--- src/rtl/ctb_pkg.sv ---
/*
  Shared constants for the one-button countdown timer: clock rates, time
  bases, ringing schedule, register map and mode encoding.
  Assumes a single 20 MHz clock; every slower rate is derived from it.
*/
package ctb_pkg;
  localparam int unsigned CLK_HZ = 20_000_000;
  localparam int unsigned MS_PER_S = 1000;
  localparam int unsigned TICK_HZ = 8;
  localparam int unsigned TONE_HZ = 2048;
  localparam int unsigned TICK_CYCLES = CLK_HZ / TICK_HZ;
  localparam int unsigned TONE_HALF_CYCLES = CLK_HZ / (2 * TONE_HZ);

  // Times in their own units, then in ticks
  localparam int unsigned FAST1_MS = 1000;
  localparam int unsigned FAST2_MS = 5000;
  localparam int unsigned START_MS = 2000;
  localparam int unsigned SLEEP_MS = 45000;
  localparam int unsigned BLINK_ON_MS = 500;
  localparam int unsigned SEC_MS = 1000;
  localparam int unsigned BURST_MS = 10000;
  localparam int unsigned SECOND_BURST_MS = 30000;
  localparam int unsigned GROUP_MS = 1000;
  localparam int unsigned FAST1_T = FAST1_MS * TICK_HZ / MS_PER_S;
  localparam int unsigned FAST2_T = FAST2_MS * TICK_HZ / MS_PER_S;
  localparam int unsigned START_T = START_MS * TICK_HZ / MS_PER_S;
  localparam int unsigned SLEEP_T = SLEEP_MS * TICK_HZ / MS_PER_S;
  localparam int unsigned BLINK_ON_T = BLINK_ON_MS * TICK_HZ / MS_PER_S;
  localparam int unsigned SEC_T = SEC_MS * TICK_HZ / MS_PER_S;
  localparam int unsigned BURST_T = BURST_MS * TICK_HZ / MS_PER_S;
  localparam int unsigned SECOND_BURST_T = SECOND_BURST_MS * TICK_HZ / MS_PER_S;
  localparam int unsigned GROUP_T = GROUP_MS * TICK_HZ / MS_PER_S;
  localparam int unsigned RING_END_T = SECOND_BURST_T + BURST_T;
  localparam int unsigned BEEPS_PER_GROUP = 3;

  localparam logic [6:0] VALUE_MAX = 7'd99;
  localparam logic [5:0] SEC_LAST = 6'd59;
  localparam logic [5:0] SEC_PER_MIN = 6'd60;
  localparam logic [5:0] HALF_MIN_S = 6'd30;
  localparam logic [6:0] HALF_ZONE_MIN = 7'd10;

  // APB map
  localparam logic [7:0] ADDR_STATUS = 8'h00;
  localparam logic [7:0] ADDR_CONFIG = 8'h04;
  localparam logic [7:0] ADDR_CTRL = 8'h08;
  localparam int unsigned ST_MODE_LSB = 0;
  localparam int unsigned ST_VALUE_LSB = 8;
  localparam int unsigned ST_SECONDS_BIT = 16;
  localparam int unsigned ST_HALF_BIT = 17;
  localparam int unsigned ST_LIT_BIT = 18;
  localparam int unsigned ST_BUZZ_BIT = 19;
  localparam int unsigned CF_CFG_LSB = 0;
  localparam int unsigned CF_ONE_BTN_BIT = 2;
  localparam int unsigned CF_TWO_BTN_BIT = 3;
  localparam int unsigned CF_FAST_BIT = 4;
  localparam int unsigned CTRL_BUZZ_EN_BIT = 0;
  localparam logic CTRL_BUZZ_EN_RESET = 1'b1;

  typedef enum logic [2:0] {
    MODE_WAKE, MODE_PROG, MODE_COUNT, MODE_RING, MODE_WAIT, MODE_PDOWN
  } ctb_mode_t;

  typedef enum logic [1:0] {
    CFG_MIN_SEC, CFG_MIN_ONLY, CFG_MIN_HALF, CFG_SECONDS
  } ctb_cfg_t;
endpackage

--- src/rtl/ctb_timer.sv ---
/*
  One-button countdown timer control: button debounce, programming,
  countdown with blinking display, two-burst ringing, wait and power down,
  plus an APB window onto status, configuration and a buzzer enable.
  Assumes all inputs synchronous to clock; LCD drive and relay electrics
  are outside.
*/
// What this block does
// - Buzzer carries a 2048 Hz square tone derived from the clock while sounding.
// - Two straps decode into four configurations, both high meaning seconds mode.
// - Config 1 shows last minute in seconds; config 2 never shows seconds.
// - Config 3 uses half-minute steps from ten to one minute, last minute in seconds.
// - Restore strap high picks one-button variant; low plus bonded button picks two-button.
// - Second fast increment only when the fast-step strap is high.
// - Exactly one of six modes at all times.
// - First press from power down wakes, shows steady 00, then programming.
// - A short press-release in programming adds one minute.
// - Held over one second, value rises four steps per second.
// - With fast option, held over five seconds, eight steps per second.
// - After release, back to single steps; modes may alternate freely.
// - Incrementing past 99 wraps to 00.
// - Reset forces power down from every mode, programming included; two seconds released with non-zero value starts countdown.
// - At 00 with no press for 45 seconds, enter power down.
// - Countdown blinks the display, half second on, half second off.
// - Final minute counts 59 down to 0 seconds, then ringing.
// - In countdown, a hold over one second aborts at 00 to programming, or to wait in the one-button variant.
// - Ringing: ten groups of three beeps, twenty second pause, ten more groups.
// - After the full ringing sequence, value 00 and programming, or wait in the one-button variant.
// - Display blinks while ringing; any press stops it into programming at 00.
// - Power down stops oscillator, blanks display; basic variant has no wait mode.
`timescale 1ns/100ps
module ctb_timer #(
  parameter int unsigned TICK_CYCLES = ctb_pkg::TICK_CYCLES,
  parameter int unsigned TONE_HALF_CYCLES = ctb_pkg::TONE_HALF_CYCLES
) (
  input wire logic clock,
  input wire logic rst_n,
  input wire logic button,
  input wire logic config_strap_a,
  input wire logic config_strap_b,
  input wire logic restore_option_strap,
  input wire logic fast_step_option_strap,
  input wire logic secondButtonBonded,
  input wire logic psel,
  input wire logic penable,
  input wire logic pwrite,
  input wire logic [7:0] paddr,
  input wire logic [31:0] pwdata,
  output logic [31:0] prdata,
  output logic pready,
  output logic pslverr,
  output logic buzzer,
  output logic relay_drive_out,
  output logic oscEnable,
  output logic dispEnable,
  output logic dispLit,
  output logic [6:0] dispValue,
  output logic dispSeconds,
  output logic dispHalf,
  output ctb_pkg::ctb_mode_t mode
);
  import ctb_pkg::*;

  localparam int TW = $clog2(TICK_CYCLES + 1);
  localparam int NW = $clog2(TONE_HALF_CYCLES + 1);

  ctb_mode_t mode_q, mode_d;
  logic [TW-1:0] preCnt_q;
  logic [NW-1:0] toneCnt_q;
  logic tick;
  logic btnSample_q, btnDeb_q, btnDeb_d;
  logic [8:0] heldT_q, idleT_q;
  logic [6:0] setVal_q, setVal_d, remMin_q, remMin_d;
  logic [5:0] subSec_q, subSec_d;
  logic [2:0] secT_q, secT_d;
  logic [8:0] ringT_q, ringT_d;
  logic ignore_q, ignore_d;
  logic buzz_q, buzzEn_q, relay_q, osc_q, dEn_q, lit_q, dSec_q, dHalf_q;
  logic [6:0] dVal_q;

  // Configuration and option decode
  wire ctb_cfg_t cfg = ctb_cfg_t'({config_strap_b, config_strap_a});
  wire oneButtonVariant = restore_option_strap;
  wire twoButtonVariant = !restore_option_strap && secondButtonBonded;
  wire hasWait = oneButtonVariant;
  wire fastOpt = fast_step_option_strap;

  // Prescaler: every time base except the tone is a multiple of this tick
  assign tick = (preCnt_q == TW'(TICK_CYCLES - 1));
  always_ff @(posedge clock or negedge rst_n) begin
    if (!rst_n) preCnt_q <= '0;
    else preCnt_q <= tick ? '0 : preCnt_q + 1'b1;
  end

  // Two agreeing tick samples make a debounced level
  assign btnDeb_d = (button == btnSample_q) ? button : btnDeb_q;
  wire pressRise = tick && btnDeb_d && !btnDeb_q;
  wire releaseFall = tick && !btnDeb_d && btnDeb_q;

  // Programming step decode
  wire fast1 = btnDeb_q && btnDeb_d && (heldT_q >= 9'(FAST1_T)) && !ignore_q;
  wire fast2 = fast1 && fastOpt && (heldT_q >= 9'(FAST2_T));
  wire fastStep = fast2 || (fast1 && (heldT_q[0] == 1'b0));
  wire shortStep = releaseFall && (heldT_q < 9'(FAST1_T)) && !ignore_q;
  wire doStep = tick && (mode_q == MODE_PROG) && (fastStep || shortStep);
  wire [6:0] stepVal = (setVal_q == VALUE_MAX) ? 7'h00 : setVal_q + 7'h01;
  wire startCount = !btnDeb_q && (idleT_q > 9'(START_T)) && (setVal_q != 7'h00);
  wire sleepNow = !btnDeb_q && (idleT_q > 9'(SLEEP_T));
  wire abortHold = btnDeb_q && (heldT_q >= 9'(FAST1_T)) && !ignore_q;
  wire secDone = (secT_q == 3'(SEC_T - 1));
  wire [2:0] groupPos = 3'(ringT_q % GROUP_T);
  wire inBurst = (ringT_q < 9'(BURST_T)) ||
    ((ringT_q >= 9'(SECOND_BURST_T)) && (ringT_q < 9'(RING_END_T)));
  wire beepSlot = inBurst && !groupPos[0] && (groupPos < 3'(2 * BEEPS_PER_GROUP));
  wire sounding = (mode_q == MODE_RING) && beepSlot && buzzEn_q;
  wire ctb_mode_t afterEnd = hasWait ? MODE_WAIT : MODE_PROG;

  always_comb begin
    mode_d = mode_q;
    setVal_d = setVal_q;
    remMin_d = remMin_q;
    subSec_d = subSec_q;
    secT_d = secT_q;
    ringT_d = ringT_q;
    ignore_d = ignore_q && !releaseFall;
    unique case (mode_q)
      MODE_PDOWN: begin
        if (pressRise) begin
          mode_d = MODE_WAKE;
          setVal_d = 7'h00;
        end
      end
      MODE_WAKE: begin
        if (releaseFall) mode_d = MODE_PROG;
      end
      MODE_PROG: begin
        if (doStep) setVal_d = stepVal;
        if (tick && startCount) begin
          mode_d = MODE_COUNT;
          remMin_d = setVal_q;
          subSec_d = 6'h00;
          secT_d = 3'h0;
        end else if (tick && sleepNow && setVal_q == 7'h00) begin
          mode_d = MODE_PDOWN;
        end
      end
      MODE_COUNT: begin
        if (tick) begin
          secT_d = secDone ? 3'h0 : secT_q + 3'h1;
          if (remMin_q == 7'h00) begin
            mode_d = MODE_RING;
            ringT_d = 9'h000;
          end else if (abortHold) begin
            mode_d = afterEnd;
            setVal_d = 7'h00;
            ignore_d = 1'b1;
          end else if (secDone) begin
            if (cfg == CFG_SECONDS || subSec_q == SEC_LAST) begin
              subSec_d = 6'h00;
              remMin_d = remMin_q - 7'h01;
            end else begin
              subSec_d = subSec_q + 6'h01;
            end
          end
        end
      end
      MODE_RING: begin
        if (tick) begin
          ringT_d = ringT_q + 9'h001;
          if (pressRise) begin
            mode_d = MODE_PROG;
            setVal_d = 7'h00;
            ignore_d = 1'b1;
          end else if (ringT_q == 9'(RING_END_T - 1)) begin
            mode_d = afterEnd;
            setVal_d = 7'h00;
          end
        end
      end
      MODE_WAIT: begin
        if (tick) ringT_d = ringT_q + 9'h001;
        if (pressRise) begin
          mode_d = MODE_PROG;
          setVal_d = 7'h00;
          ignore_d = 1'b1;
        end else if (tick && sleepNow) begin
          mode_d = MODE_PDOWN;
        end
      end
    endcase
  end

  always_ff @(posedge clock or negedge rst_n) begin
    if (!rst_n) begin
      mode_q <= MODE_PDOWN;
      setVal_q <= 7'h00;
      remMin_q <= 7'h00;
      subSec_q <= 6'h00;
      secT_q <= 3'h0;
      ringT_q <= 9'h000;
      ignore_q <= 1'b0;
    end else begin
      mode_q <= mode_d;
      setVal_q <= setVal_d;
      remMin_q <= remMin_d;
      subSec_q <= subSec_d;
      secT_q <= secT_d;
      ringT_q <= ringT_d;
      ignore_q <= ignore_d;
    end
  end

  // Press and idle durations in ticks, saturating
  always_ff @(posedge clock or negedge rst_n) begin
    if (!rst_n) begin
      btnSample_q <= 1'b0;
      btnDeb_q <= 1'b0;
      heldT_q <= 9'h000;
      idleT_q <= 9'h000;
    end else if (tick) begin
      btnSample_q <= button;
      btnDeb_q <= btnDeb_d;
      heldT_q <= !btnDeb_d ? 9'h000 : heldT_q + {8'h00, heldT_q != 9'h1FF};
      idleT_q <= btnDeb_d || (mode_d != mode_q) ? 9'h000 : idleT_q + {8'h00, idleT_q != 9'h1FF};
    end
  end

  // Tone generator runs only while a beep is due
  always_ff @(posedge clock or negedge rst_n) begin
    if (!rst_n) begin
      toneCnt_q <= '0;
      buzz_q <= 1'b0;
    end else if (!sounding) begin
      toneCnt_q <= '0;
      buzz_q <= 1'b0;
    end else if (toneCnt_q == NW'(TONE_HALF_CYCLES - 1)) begin
      toneCnt_q <= '0;
      buzz_q <= !buzz_q;
    end else begin
      toneCnt_q <= toneCnt_q + 1'b1;
    end
  end

  // Display image
  wire blinkMode = (mode_q == MODE_COUNT) || (mode_q == MODE_RING) || (mode_q == MODE_WAIT);
  wire [2:0] blinkPhase = (mode_q == MODE_COUNT) ? secT_q : groupPos;
  wire litNow = !blinkMode || (blinkPhase < 3'(BLINK_ON_T));
  wire lastSec = (cfg == CFG_MIN_SEC || cfg == CFG_MIN_HALF) &&
    ((remMin_q == 7'h01 && subSec_q != 6'h00) || remMin_q == 7'h00);
  wire secShow = (cfg == CFG_SECONDS) || lastSec;
  wire [6:0] secVal = (remMin_q == 7'h00) ? 7'h00 : 7'(SEC_PER_MIN - subSec_q);
  wire halfShow = (cfg == CFG_MIN_HALF) && (remMin_q <= HALF_ZONE_MIN) &&
    (remMin_q > 7'h01) && (subSec_q >= HALF_MIN_S);
  wire inCount = (mode_q == MODE_COUNT);
  wire [6:0] valNow = !inCount ? setVal_q : (lastSec ? secVal : remMin_q);

  always_ff @(posedge clock or negedge rst_n) begin
    if (!rst_n) begin
      osc_q <= 1'b0;
      dEn_q <= 1'b0;
      lit_q <= 1'b0;
      dVal_q <= 7'h00;
      dSec_q <= 1'b0;
      dHalf_q <= 1'b0;
      relay_q <= 1'b0;
    end else begin
      osc_q <= (mode_q != MODE_PDOWN);
      dEn_q <= (mode_q != MODE_PDOWN);
      lit_q <= (mode_q != MODE_PDOWN) && litNow;
      dVal_q <= (mode_q == MODE_PDOWN) ? 7'h00 : valNow;
      dSec_q <= inCount && secShow;
      dHalf_q <= inCount && halfShow;
      relay_q <= inCount;
    end
  end

  assign buzzer = buzz_q;
  assign relay_drive_out = relay_q;
  assign oscEnable = osc_q;
  assign dispEnable = dEn_q;
  assign dispLit = lit_q;
  assign dispValue = dVal_q;
  assign dispSeconds = dSec_q;
  assign dispHalf = dHalf_q;
  assign mode = mode_q;

  // APB slave, zero wait states
  wire access = psel && penable;
  wire hitStatus = (paddr == ADDR_STATUS);
  wire hitConfig = (paddr == ADDR_CONFIG);
  wire hitCtrl = (paddr == ADDR_CTRL);
  wire [31:0] statusWord = (32'(mode_q) << ST_MODE_LSB) | (32'(dVal_q) << ST_VALUE_LSB) |
    (32'(dSec_q) << ST_SECONDS_BIT) | (32'(dHalf_q) << ST_HALF_BIT) |
    (32'(lit_q) << ST_LIT_BIT) | (32'(buzz_q) << ST_BUZZ_BIT);
  wire [31:0] configWord = (32'(cfg) << CF_CFG_LSB) | (32'(oneButtonVariant) << CF_ONE_BTN_BIT) |
    (32'(twoButtonVariant) << CF_TWO_BTN_BIT) | (32'(fastOpt) << CF_FAST_BIT);
  wire [31:0] ctrlWord = 32'(buzzEn_q) << CTRL_BUZZ_EN_BIT;
  assign pready = 1'b1;
  assign pslverr = access && !(hitStatus || hitConfig || hitCtrl);
  assign prdata = !access ? 32'h0000_0000 : hitStatus ? statusWord :
    hitConfig ? configWord : hitCtrl ? ctrlWord : 32'h0000_0000;

  always_ff @(posedge clock or negedge rst_n) begin
    if (!rst_n) buzzEn_q <= CTRL_BUZZ_EN_RESET;
    else if (access && pwrite && hitCtrl) buzzEn_q <= pwdata[CTRL_BUZZ_EN_BIT];
  end

  // Checks
  property p_tone_period;
    @(posedge clock) disable iff (!rst_n)
      $changed(buzz_q) && sounding && $past(sounding) |-> $past(toneCnt_q) == NW'(TONE_HALF_CYCLES - 1);
  endproperty
  a_tone_period: assert property (p_tone_period) else $error("Tone half period wrong");

  property p_cfg_decode;
    @(posedge clock) disable iff (!rst_n)
      (config_strap_a && config_strap_b) |-> cfg == CFG_SECONDS;
  endproperty
  a_cfg_decode: assert property (p_cfg_decode) else $error("Strap decode wrong");

  property p_mode_legal;
    @(posedge clock) disable iff (!rst_n)
      mode_q inside {MODE_WAKE, MODE_PROG, MODE_COUNT, MODE_RING, MODE_WAIT, MODE_PDOWN};
  endproperty
  a_mode_legal: assert property (p_mode_legal) else $error("Illegal mode");

  property p_wrap;
    @(posedge clock) disable iff (!rst_n)
      doStep && setVal_q == VALUE_MAX |=> setVal_q == 7'h00;
  endproperty
  a_wrap: assert property (p_wrap) else $error("No wrap past 99");

  property p_no_start_at_zero;
    @(posedge clock) disable iff (!rst_n)
      mode_q == MODE_PROG && setVal_q == 7'h00 |=> mode_q != MODE_COUNT;
  endproperty
  a_no_start_at_zero: assert property (p_no_start_at_zero) else $error("Countdown from 00");

  property p_pdown_dark;
    @(posedge clock) disable iff (!rst_n)
      mode_q == MODE_PDOWN ##1 mode_q == MODE_PDOWN |=> !oscEnable && !dispEnable;
  endproperty
  a_pdown_dark: assert property (p_pdown_dark) else $error("Power down not dark");

  property p_abort;
    @(posedge clock) disable iff (!rst_n)
      tick && mode_q == MODE_COUNT && remMin_q != 7'h00 && abortHold |=>
        mode_q == afterEnd && setVal_q == 7'h00;
  endproperty
  a_abort: assert property (p_abort) else $error("Long hold did not abort");

  property p_buzz_idle;
    @(posedge clock) disable iff (!rst_n)
      mode_q != MODE_RING ##1 mode_q != MODE_RING |-> !buzzer;
  endproperty
  a_buzz_idle: assert property (p_buzz_idle) else $error("Buzzer outside ringing");

  property p_prog_steady;
    @(posedge clock) disable iff (!rst_n)
      mode_q == MODE_PROG |=> dispLit && !dispSeconds;
  endproperty
  a_prog_steady: assert property (p_prog_steady) else $error("Programming display blinks");

  c_count: cover property (@(posedge clock) disable iff (!rst_n)
    mode_q == MODE_PROG ##1 mode_q == MODE_COUNT);
  c_ring: cover property (@(posedge clock) disable iff (!rst_n) $rose(buzzer));
  c_ring_end: cover property (@(posedge clock) disable iff (!rst_n)
    tick && mode_q == MODE_RING && ringT_q == 9'(RING_END_T - 1));
  c_sleep: cover property (@(posedge clock) disable iff (!rst_n)
    mode_q == MODE_PROG ##1 mode_q == MODE_PDOWN);
endmodule

--- config.mk ---
export PLATFORM = sky130hd
export DESIGN_NAME = ctb_timer
export DESIGN_NICKNAME = d
export VERILOG_FILES = /design/src/rtl/ctb_pkg.sv /design/src/rtl/ctb_timer.sv
export SDC_FILE = /design/constraint.sdc
export NUM_CORES = 1
export LEC_CHECK = 0
export CORE_UTILIZATION = 40
export DETAILED_ROUTE_END_ITERATION = 12
export DONT_BUFFER_PORTS = 1
export GPL_ROUTABILITY_DRIVEN = 0
export MAX_ROUTING_LAYER = met4
export PLACE_DENSITY = 0.66
export SETUP_SLACK_MARGIN = 0.2
export SYNTH_ARGS = -nofsm -noshare
export SYNTH_HDL_FRONTEND = slang
export SYNTH_SLANG_ARGS = --single-unit
--- constraint.sdc ---
create_clock -name clock -period 2.6 [get_ports clock]
set_input_delay 0.65 -clock clock [delete_from_list [all_inputs] [get_ports clock]]
set_output_delay 0.65 -clock clock [all_outputs]
set_load 0.005 [all_outputs]
==> run metrics, run 1 <==
status=finished, violations left; violated checks=negative hold slack; crit path max-delay cell type=or4_4; min Tclk post-route=2.59 ns; Yosys warning count=0; FF-to-FF path depth=9; final setup vio count=0; largest net degree at the start of global routing=106; mapped cell area=6350 um2; area delta synth->final=15.9%; Distinct cells, synth=74; synth cell count leaders=dfrtp_1 (102), nor2_1 (90), nand2_1 (65), nand3_1 (57), o21ai_0 (56); Hold Crit Class=primary input to asynchronous set/reset pin; Fin. Hold Viols=47; clk slew on worst S/H paths=0.07 ns; Placed Area=6740 um2; R2R setup slack=0.25 ns; mean routed wirelength per cell=15.8 um; worst-path fanout max=10; flops & latches, synth=105; CTS tree=built; die area=16,400 um2; fillcell total=1,469; Total Routing Usage GR=19.7%; Final Cycle Share=99.6%; final non-filler cell total=985; Crit. End Element=primary output; layout cell share with drive strength beyond 1=16.9%; Required @ worst endpoint=1.95 ns; antenna violations before repair=0; cell with the most instances after synthesis=dfrtp_1; CTS buffer count=9; I/O pins=102; die height=128 um; synthesized instance count=732; Synth top area share=40.2%; Via Count=5,441; Residual DRC=0; nature of the critical path startpoint=primary input; end of the worst register-to-register path=idleT_q[3]; FFs w/ async S/R, synth=100%; Final Power=3030 uW; CTS Buffer Depth=2; Cell Chain, Critical Path=or4_4, nor3_4, nand3_2, nor2_4, buf_6, and3_4; max-slew headroom at the worst pin=59.1%; clock sink total=105; dominant synthesized flop cell=dfrtp_1; Slew Viols, Final=0; max cap viols=0; clock skew=0.00957 ns; Iter 0 DRT Violations=554; PD cells=411 nW/um2; worst stage delay on the critical path=0.55 ns; maximum clock rate=386 MHz; kind of critical path=primary input to primary output; Avg Inst Size Synth=8.67 um2; Worst-Margin Slew=0.598 ns; Leak=0.00315 uW; CP Buf/Inv Count=1; synth top area cells=dfrtp_1 (40%), nor2_1 (5.3%), nand3_1 (4.5%); Post-synth EDFFs=0; HPWL after DPL=10,900 um; worst IR drop on VDD=0.320 mV; placed cell count=956; number of global-route vias before repair=4,841; # nets final=839; dominant cell type by area after synthesis=dfrtp_1; setup TNS=0 ns; Root Buffer=clkbuf_16; share of the yosys chip area belonging to registers=41.5%; fin area=7360 um2; IO Port Bufs=0; drt total wl=15,500 um; Die W=128 um; post-place setup slack=-0.110 ns; cell family with most CP delay=simple AND/OR/NAND/NOR gates; clock latency on the worst-skew pair=0.36 ns; remaining global-route overflow=0; WHS=-0.0241 ns; DR pass1 iterations=5; vias per inst=5.52; RSZ-0062 raised after global routing=true; initial core utilization=41.3%; Core Rows=45; first-pass GRT wire length=24,600 um; final worst slack=0.00992 ns; CP arrival=1.94 ns; worst flop-to-flop path startpoint=setVal_q[1]; DRT antenna net count=0; CTS H-Tree Depth=3; core box area=15,400 um2; ANT cells=0
-- repair_timing --
action                                  4_1_cts  5_1_grt
gates cloned                                  0        0
gates resized for setup                      16       38
endpoints found under the setup margin       28       45
endpoints found under the hold margin       102      102
setup buffers                                 3       11
pin swaps                                     4       22
-- where the power goes --
part / switching, uW / internal [uW] / total, uW
clock: 625 / 740 / 1370
sequential: 0.685 / 1630 / 1630
combinational: 18.2 / 8.44 / 26.7
total: 644 / 2380 / 3030
-- stage by stage --
stage	hold slack (ns)	utilization, %
5_1_grt	-0.0391	47.9
3_3_place_gp	0.356	43.9
4_1_cts	-0.0360	46.3
6_report	-0.0241	47.9
3_5_place_dp	0.356	43.9
2_1_floorplan	0.354	-
-- sequential cells by signal, summed over array words and instances (netlist names), 3 cells and up --
name       flops
heldT_q        9
remMin_q       7
subSec_q       6
toneCnt_q     13
preCnt_q      22
mode           3
ringT_q        9
setVal_q       7
dispValue      7
idleT_q        9
secT_q         3
-- layout by cell type (no fill, tap or decap), types with 12 or more instances in the layout --
| master | count |
|---|---|
| a21oi_1 | 17 |
| and3_1 | 22 |
| buf_4 | 52 |
| conb_1 | 17 |
| dfrtp_1 | 97 |
| ha_1 | 15 |
| inv_1 | 22 |
| nand2_1 | 65 |
| nand2b_1 | 15 |
| nand3_1 | 56 |
| nand4_1 | 12 |
| nor2_1 | 85 |
| nor3_1 | 18 |
| o21ai_0 | 54 |
| xnor2_1 | 20 |
| xor2_1 | 19 |
-- metal layers --
layer / vias up / routed length, um / global-route usage [%] / part of all wire [%]
li1: 2651 / - / - / -
met1: 2637 / 7480 / 26.8 / 48
met2: 139 / 7200 / 29.9 / 46
met3: 14 / 688 / 3.63 / 4.4
met4: 0 / 161 / 5.95 / 1.0
met5: - / 0 / - / 0
-- worst max path at each step --
stage          slack (ns)         end     start  cells past startpoint
2_1_floorplan        0.03  prdata[11]  paddr[5]                      6
3_3_place_gp         -0.1  prdata[11]  paddr[5]                      6
3_5_place_dp        -0.11  prdata[11]  paddr[5]                      6
4_1_cts              0.02  prdata[11]  paddr[5]                      6
5_1_grt             -0.07  prdata[10]  paddr[5]                      6
6_report             0.01  prdata[11]  paddr[5]                      6
-- cell type report --
type                       count  area, um2  share of cell area [%]
inverter                      26       97.6                    1.33
multi-input combinational    573       3640                    49.5
tap                          211        264                    3.59
clock buffer                  10        229                    3.11
timing repair buffer          55        433                    5.88
clock inverter                 5       57.6                   0.782
sequential                   105       2640                    35.8
-- logic make-up (layout without fill, tap and decap cells) --
kind of cell | after synthesis | after routing | synth area share [%]
AND/OR/NAND/NOR | 344 | 344 | 28.4
other | 2 | 17 | 0.118
flip-flops | 105 | 105 | 41.5
buffers and inverters | 69 | 96 | 5.58
AO/OA/AOI/OAI | 151 | 151 | 14.9
XOR/XNOR | 39 | 39 | 5.38
adder cells (fa/ha/maj) | 18 | 18 | 3.55
multiplexers | 4 | 4 | 0.631
(Power assumes the default switching activity.)
==> run 2, diff against run 1 <==
--- a/config.mk
+++ b/config.mk
@@ -10,7 +10,7 @@
 export DONT_BUFFER_PORTS = 1
 export GPL_ROUTABILITY_DRIVEN = 0
 export MAX_ROUTING_LAYER = met4
-export PLACE_DENSITY = 0.66
+export PLACE_DENSITY = 0.53
 export SETUP_SLACK_MARGIN = 0.2
 export SYNTH_ARGS = -nofsm -noshare
 export SYNTH_HDL_FRONTEND = slang
==> run 2 against run 1 <==
  * Wire length increased by 0.81%
  * Register-to-register slack got worse by 0.02 ns
  * Total power increased by 0.34%
  * Final area increased by 0.48%
  * Sequential share of layout area decreased by 0.15 points
  * Flip-flop and latch count unchanged
  * The flow still finishes with violations (negative hold slack)
  * Highest routed layer unchanged
  * Setup slack improved by 0.015 ns
==> run metrics, run 2 (synthesis results as in run 1) <==
Worst-Margin Slew=0.652 ns; Hold Crit Class=primary input to asynchronous set/reset pin; status=finished, violations left; Root Buffer=clkbuf_16; most common cell after layout, fill and taps aside=dfrtp_1; Routed met2 length=7460 um; mean routed wirelength per cell=15.9 um; Die W=128 um; Fin. Hold Viols=64; Crit. End Element=primary output; drt total wl=15,700 um; wl on met1=6980 um; cell family with most CP delay=simple AND/OR/NAND/NOR gates; Final Cycle Share=99.0%; worst IR drop on VDD=0.301 mV; clock skew=0.0132 ns; area delta synth->final=16.5%; Max Used Layer=met4; CP arrival=1.93 ns; max cap viols=0; core box area=15,400 um2; FF-to-FF path depth=8; worst stage delay on the critical path=0.53 ns; RSZ-0062 raised after global routing=true; Cell Chain, Critical Path=or4_4, nor3_4, nand3_2, nor2_2, buf_6, and3_4; largest net degree at the start of global routing=106; CTS buffer count=9; violated checks=negative hold slack; post-place setup slack=-0.00701 ns; first-pass GRT wire length=25,600 um; worst flop-to-flop path startpoint=remMin_q[4]; R2R setup slack=0.23 ns; antenna violations before repair=0; WHS=-0.0241 ns; initial core utilization=41.3%; layout cell share with drive strength beyond 1=17.6%; clock latency on the worst-skew pair=0.36 ns; HPWL after DPL=10,900 um; die area=16,400 um2; I/O pins=102; vias per inst=5.56; largest reg by FF count=preCnt_q; Leak=0.00317 uW; leading registers by flop count=preCnt_q x22, toneCnt_q x13; CTS Buffer Depth=2; worst-path fanout max=12; Iter 0 DRT Violations=262; CP Buf/Inv Count=1; Residual DRC=0; die height=128 um; clock sink total=105; CTS H-Tree Depth=3; end of the worst register-to-register path=idleT_q[3]; nature of the critical path startpoint=primary input; WL met3=772 um; Via Count=5,464; most frequent cells in the layout=dfrtp_1 (96), nor2_1 (85), nand2_1 (65); DR pass1 iterations=5; CTS tree=built; min Tclk post-route=2.58 ns; Slew Viols, Final=0; max-slew headroom at the worst pin=56.3%; maximum clock rate=388 MHz; Required @ worst endpoint=1.95 ns; IO Port Bufs=0; final worst slack=0.0250 ns; remaining global-route overflow=0; kind of critical path=primary input to primary output; final setup vio count=0; clk slew on worst S/H paths=0.08 ns; max FFs per register=22; DRT antenna net count=0; Core Rows=45; number of global-route vias before repair=5,067; setup TNS=0 ns; crit path max-delay cell type=or4_4; ANT cells=0; PD cells=411 nW/um2; Total Routing Usage GR=20.4%; # nets final=836
run 2: per-layer routing:
metal | global-route usage [%] | vias up
li1 | - | 2650
met1 | 25.4 | 2640
met2 | 32.6 | 141
met3 | 3.84 | 33
met4 | 8.37 | 0
met5 | - | -
run 2: power by group:
part           total [uW]  internal (uW)  switching, uW
Sequential           1630           1630          0.725
Combinational        27.4           8.98           18.4
Clock                1380            676            699
run 2: final cells by class:
cell class              instances  area [um2]
inverters                      26         101
clock inverters                 7        70.1
clock buffers                   9         225
flip-flops and latches        105        2640
well taps                     211         264
multi-input cells             573        3680
repair buffers                 52         410
fillers                      1490        7980
run 2: timing repair:
item,4_1_cts,5_1_grt
setup endpoints to repair,25,43
pin swaps,5,25
resized for setup,20,47
endpoints found under the hold margin,102,102
setup buffers,1,16
run 2: metrics by stage:
step                      instances  total power, uW  cell area, um2  utilization, %
after floorplan                 747             1710            6430               -
after global placement          950             1690            6700            43.6
after detailed placement        950             1690            6700            43.6
after CTS                       967             3090            7090            46.1
after global routing            983             3140            7390            48.1
final                           983             3040            7390            48.1
run 2: worst max-delay path by stage:
stage,slack [ns],endpoint,startpoint,cells past startpoint
global route,-0.06,prdata[10],paddr[5],6
finish,0.02,prdata[19],paddr[5],6
global placement,0.01,prdata[3],paddr[5],5
detailed placement,-0.007,prdata[3],paddr[5],5
CTS,0.04,prdata[11],paddr[5],6
floorplan,0.03,prdata[11],paddr[5],6
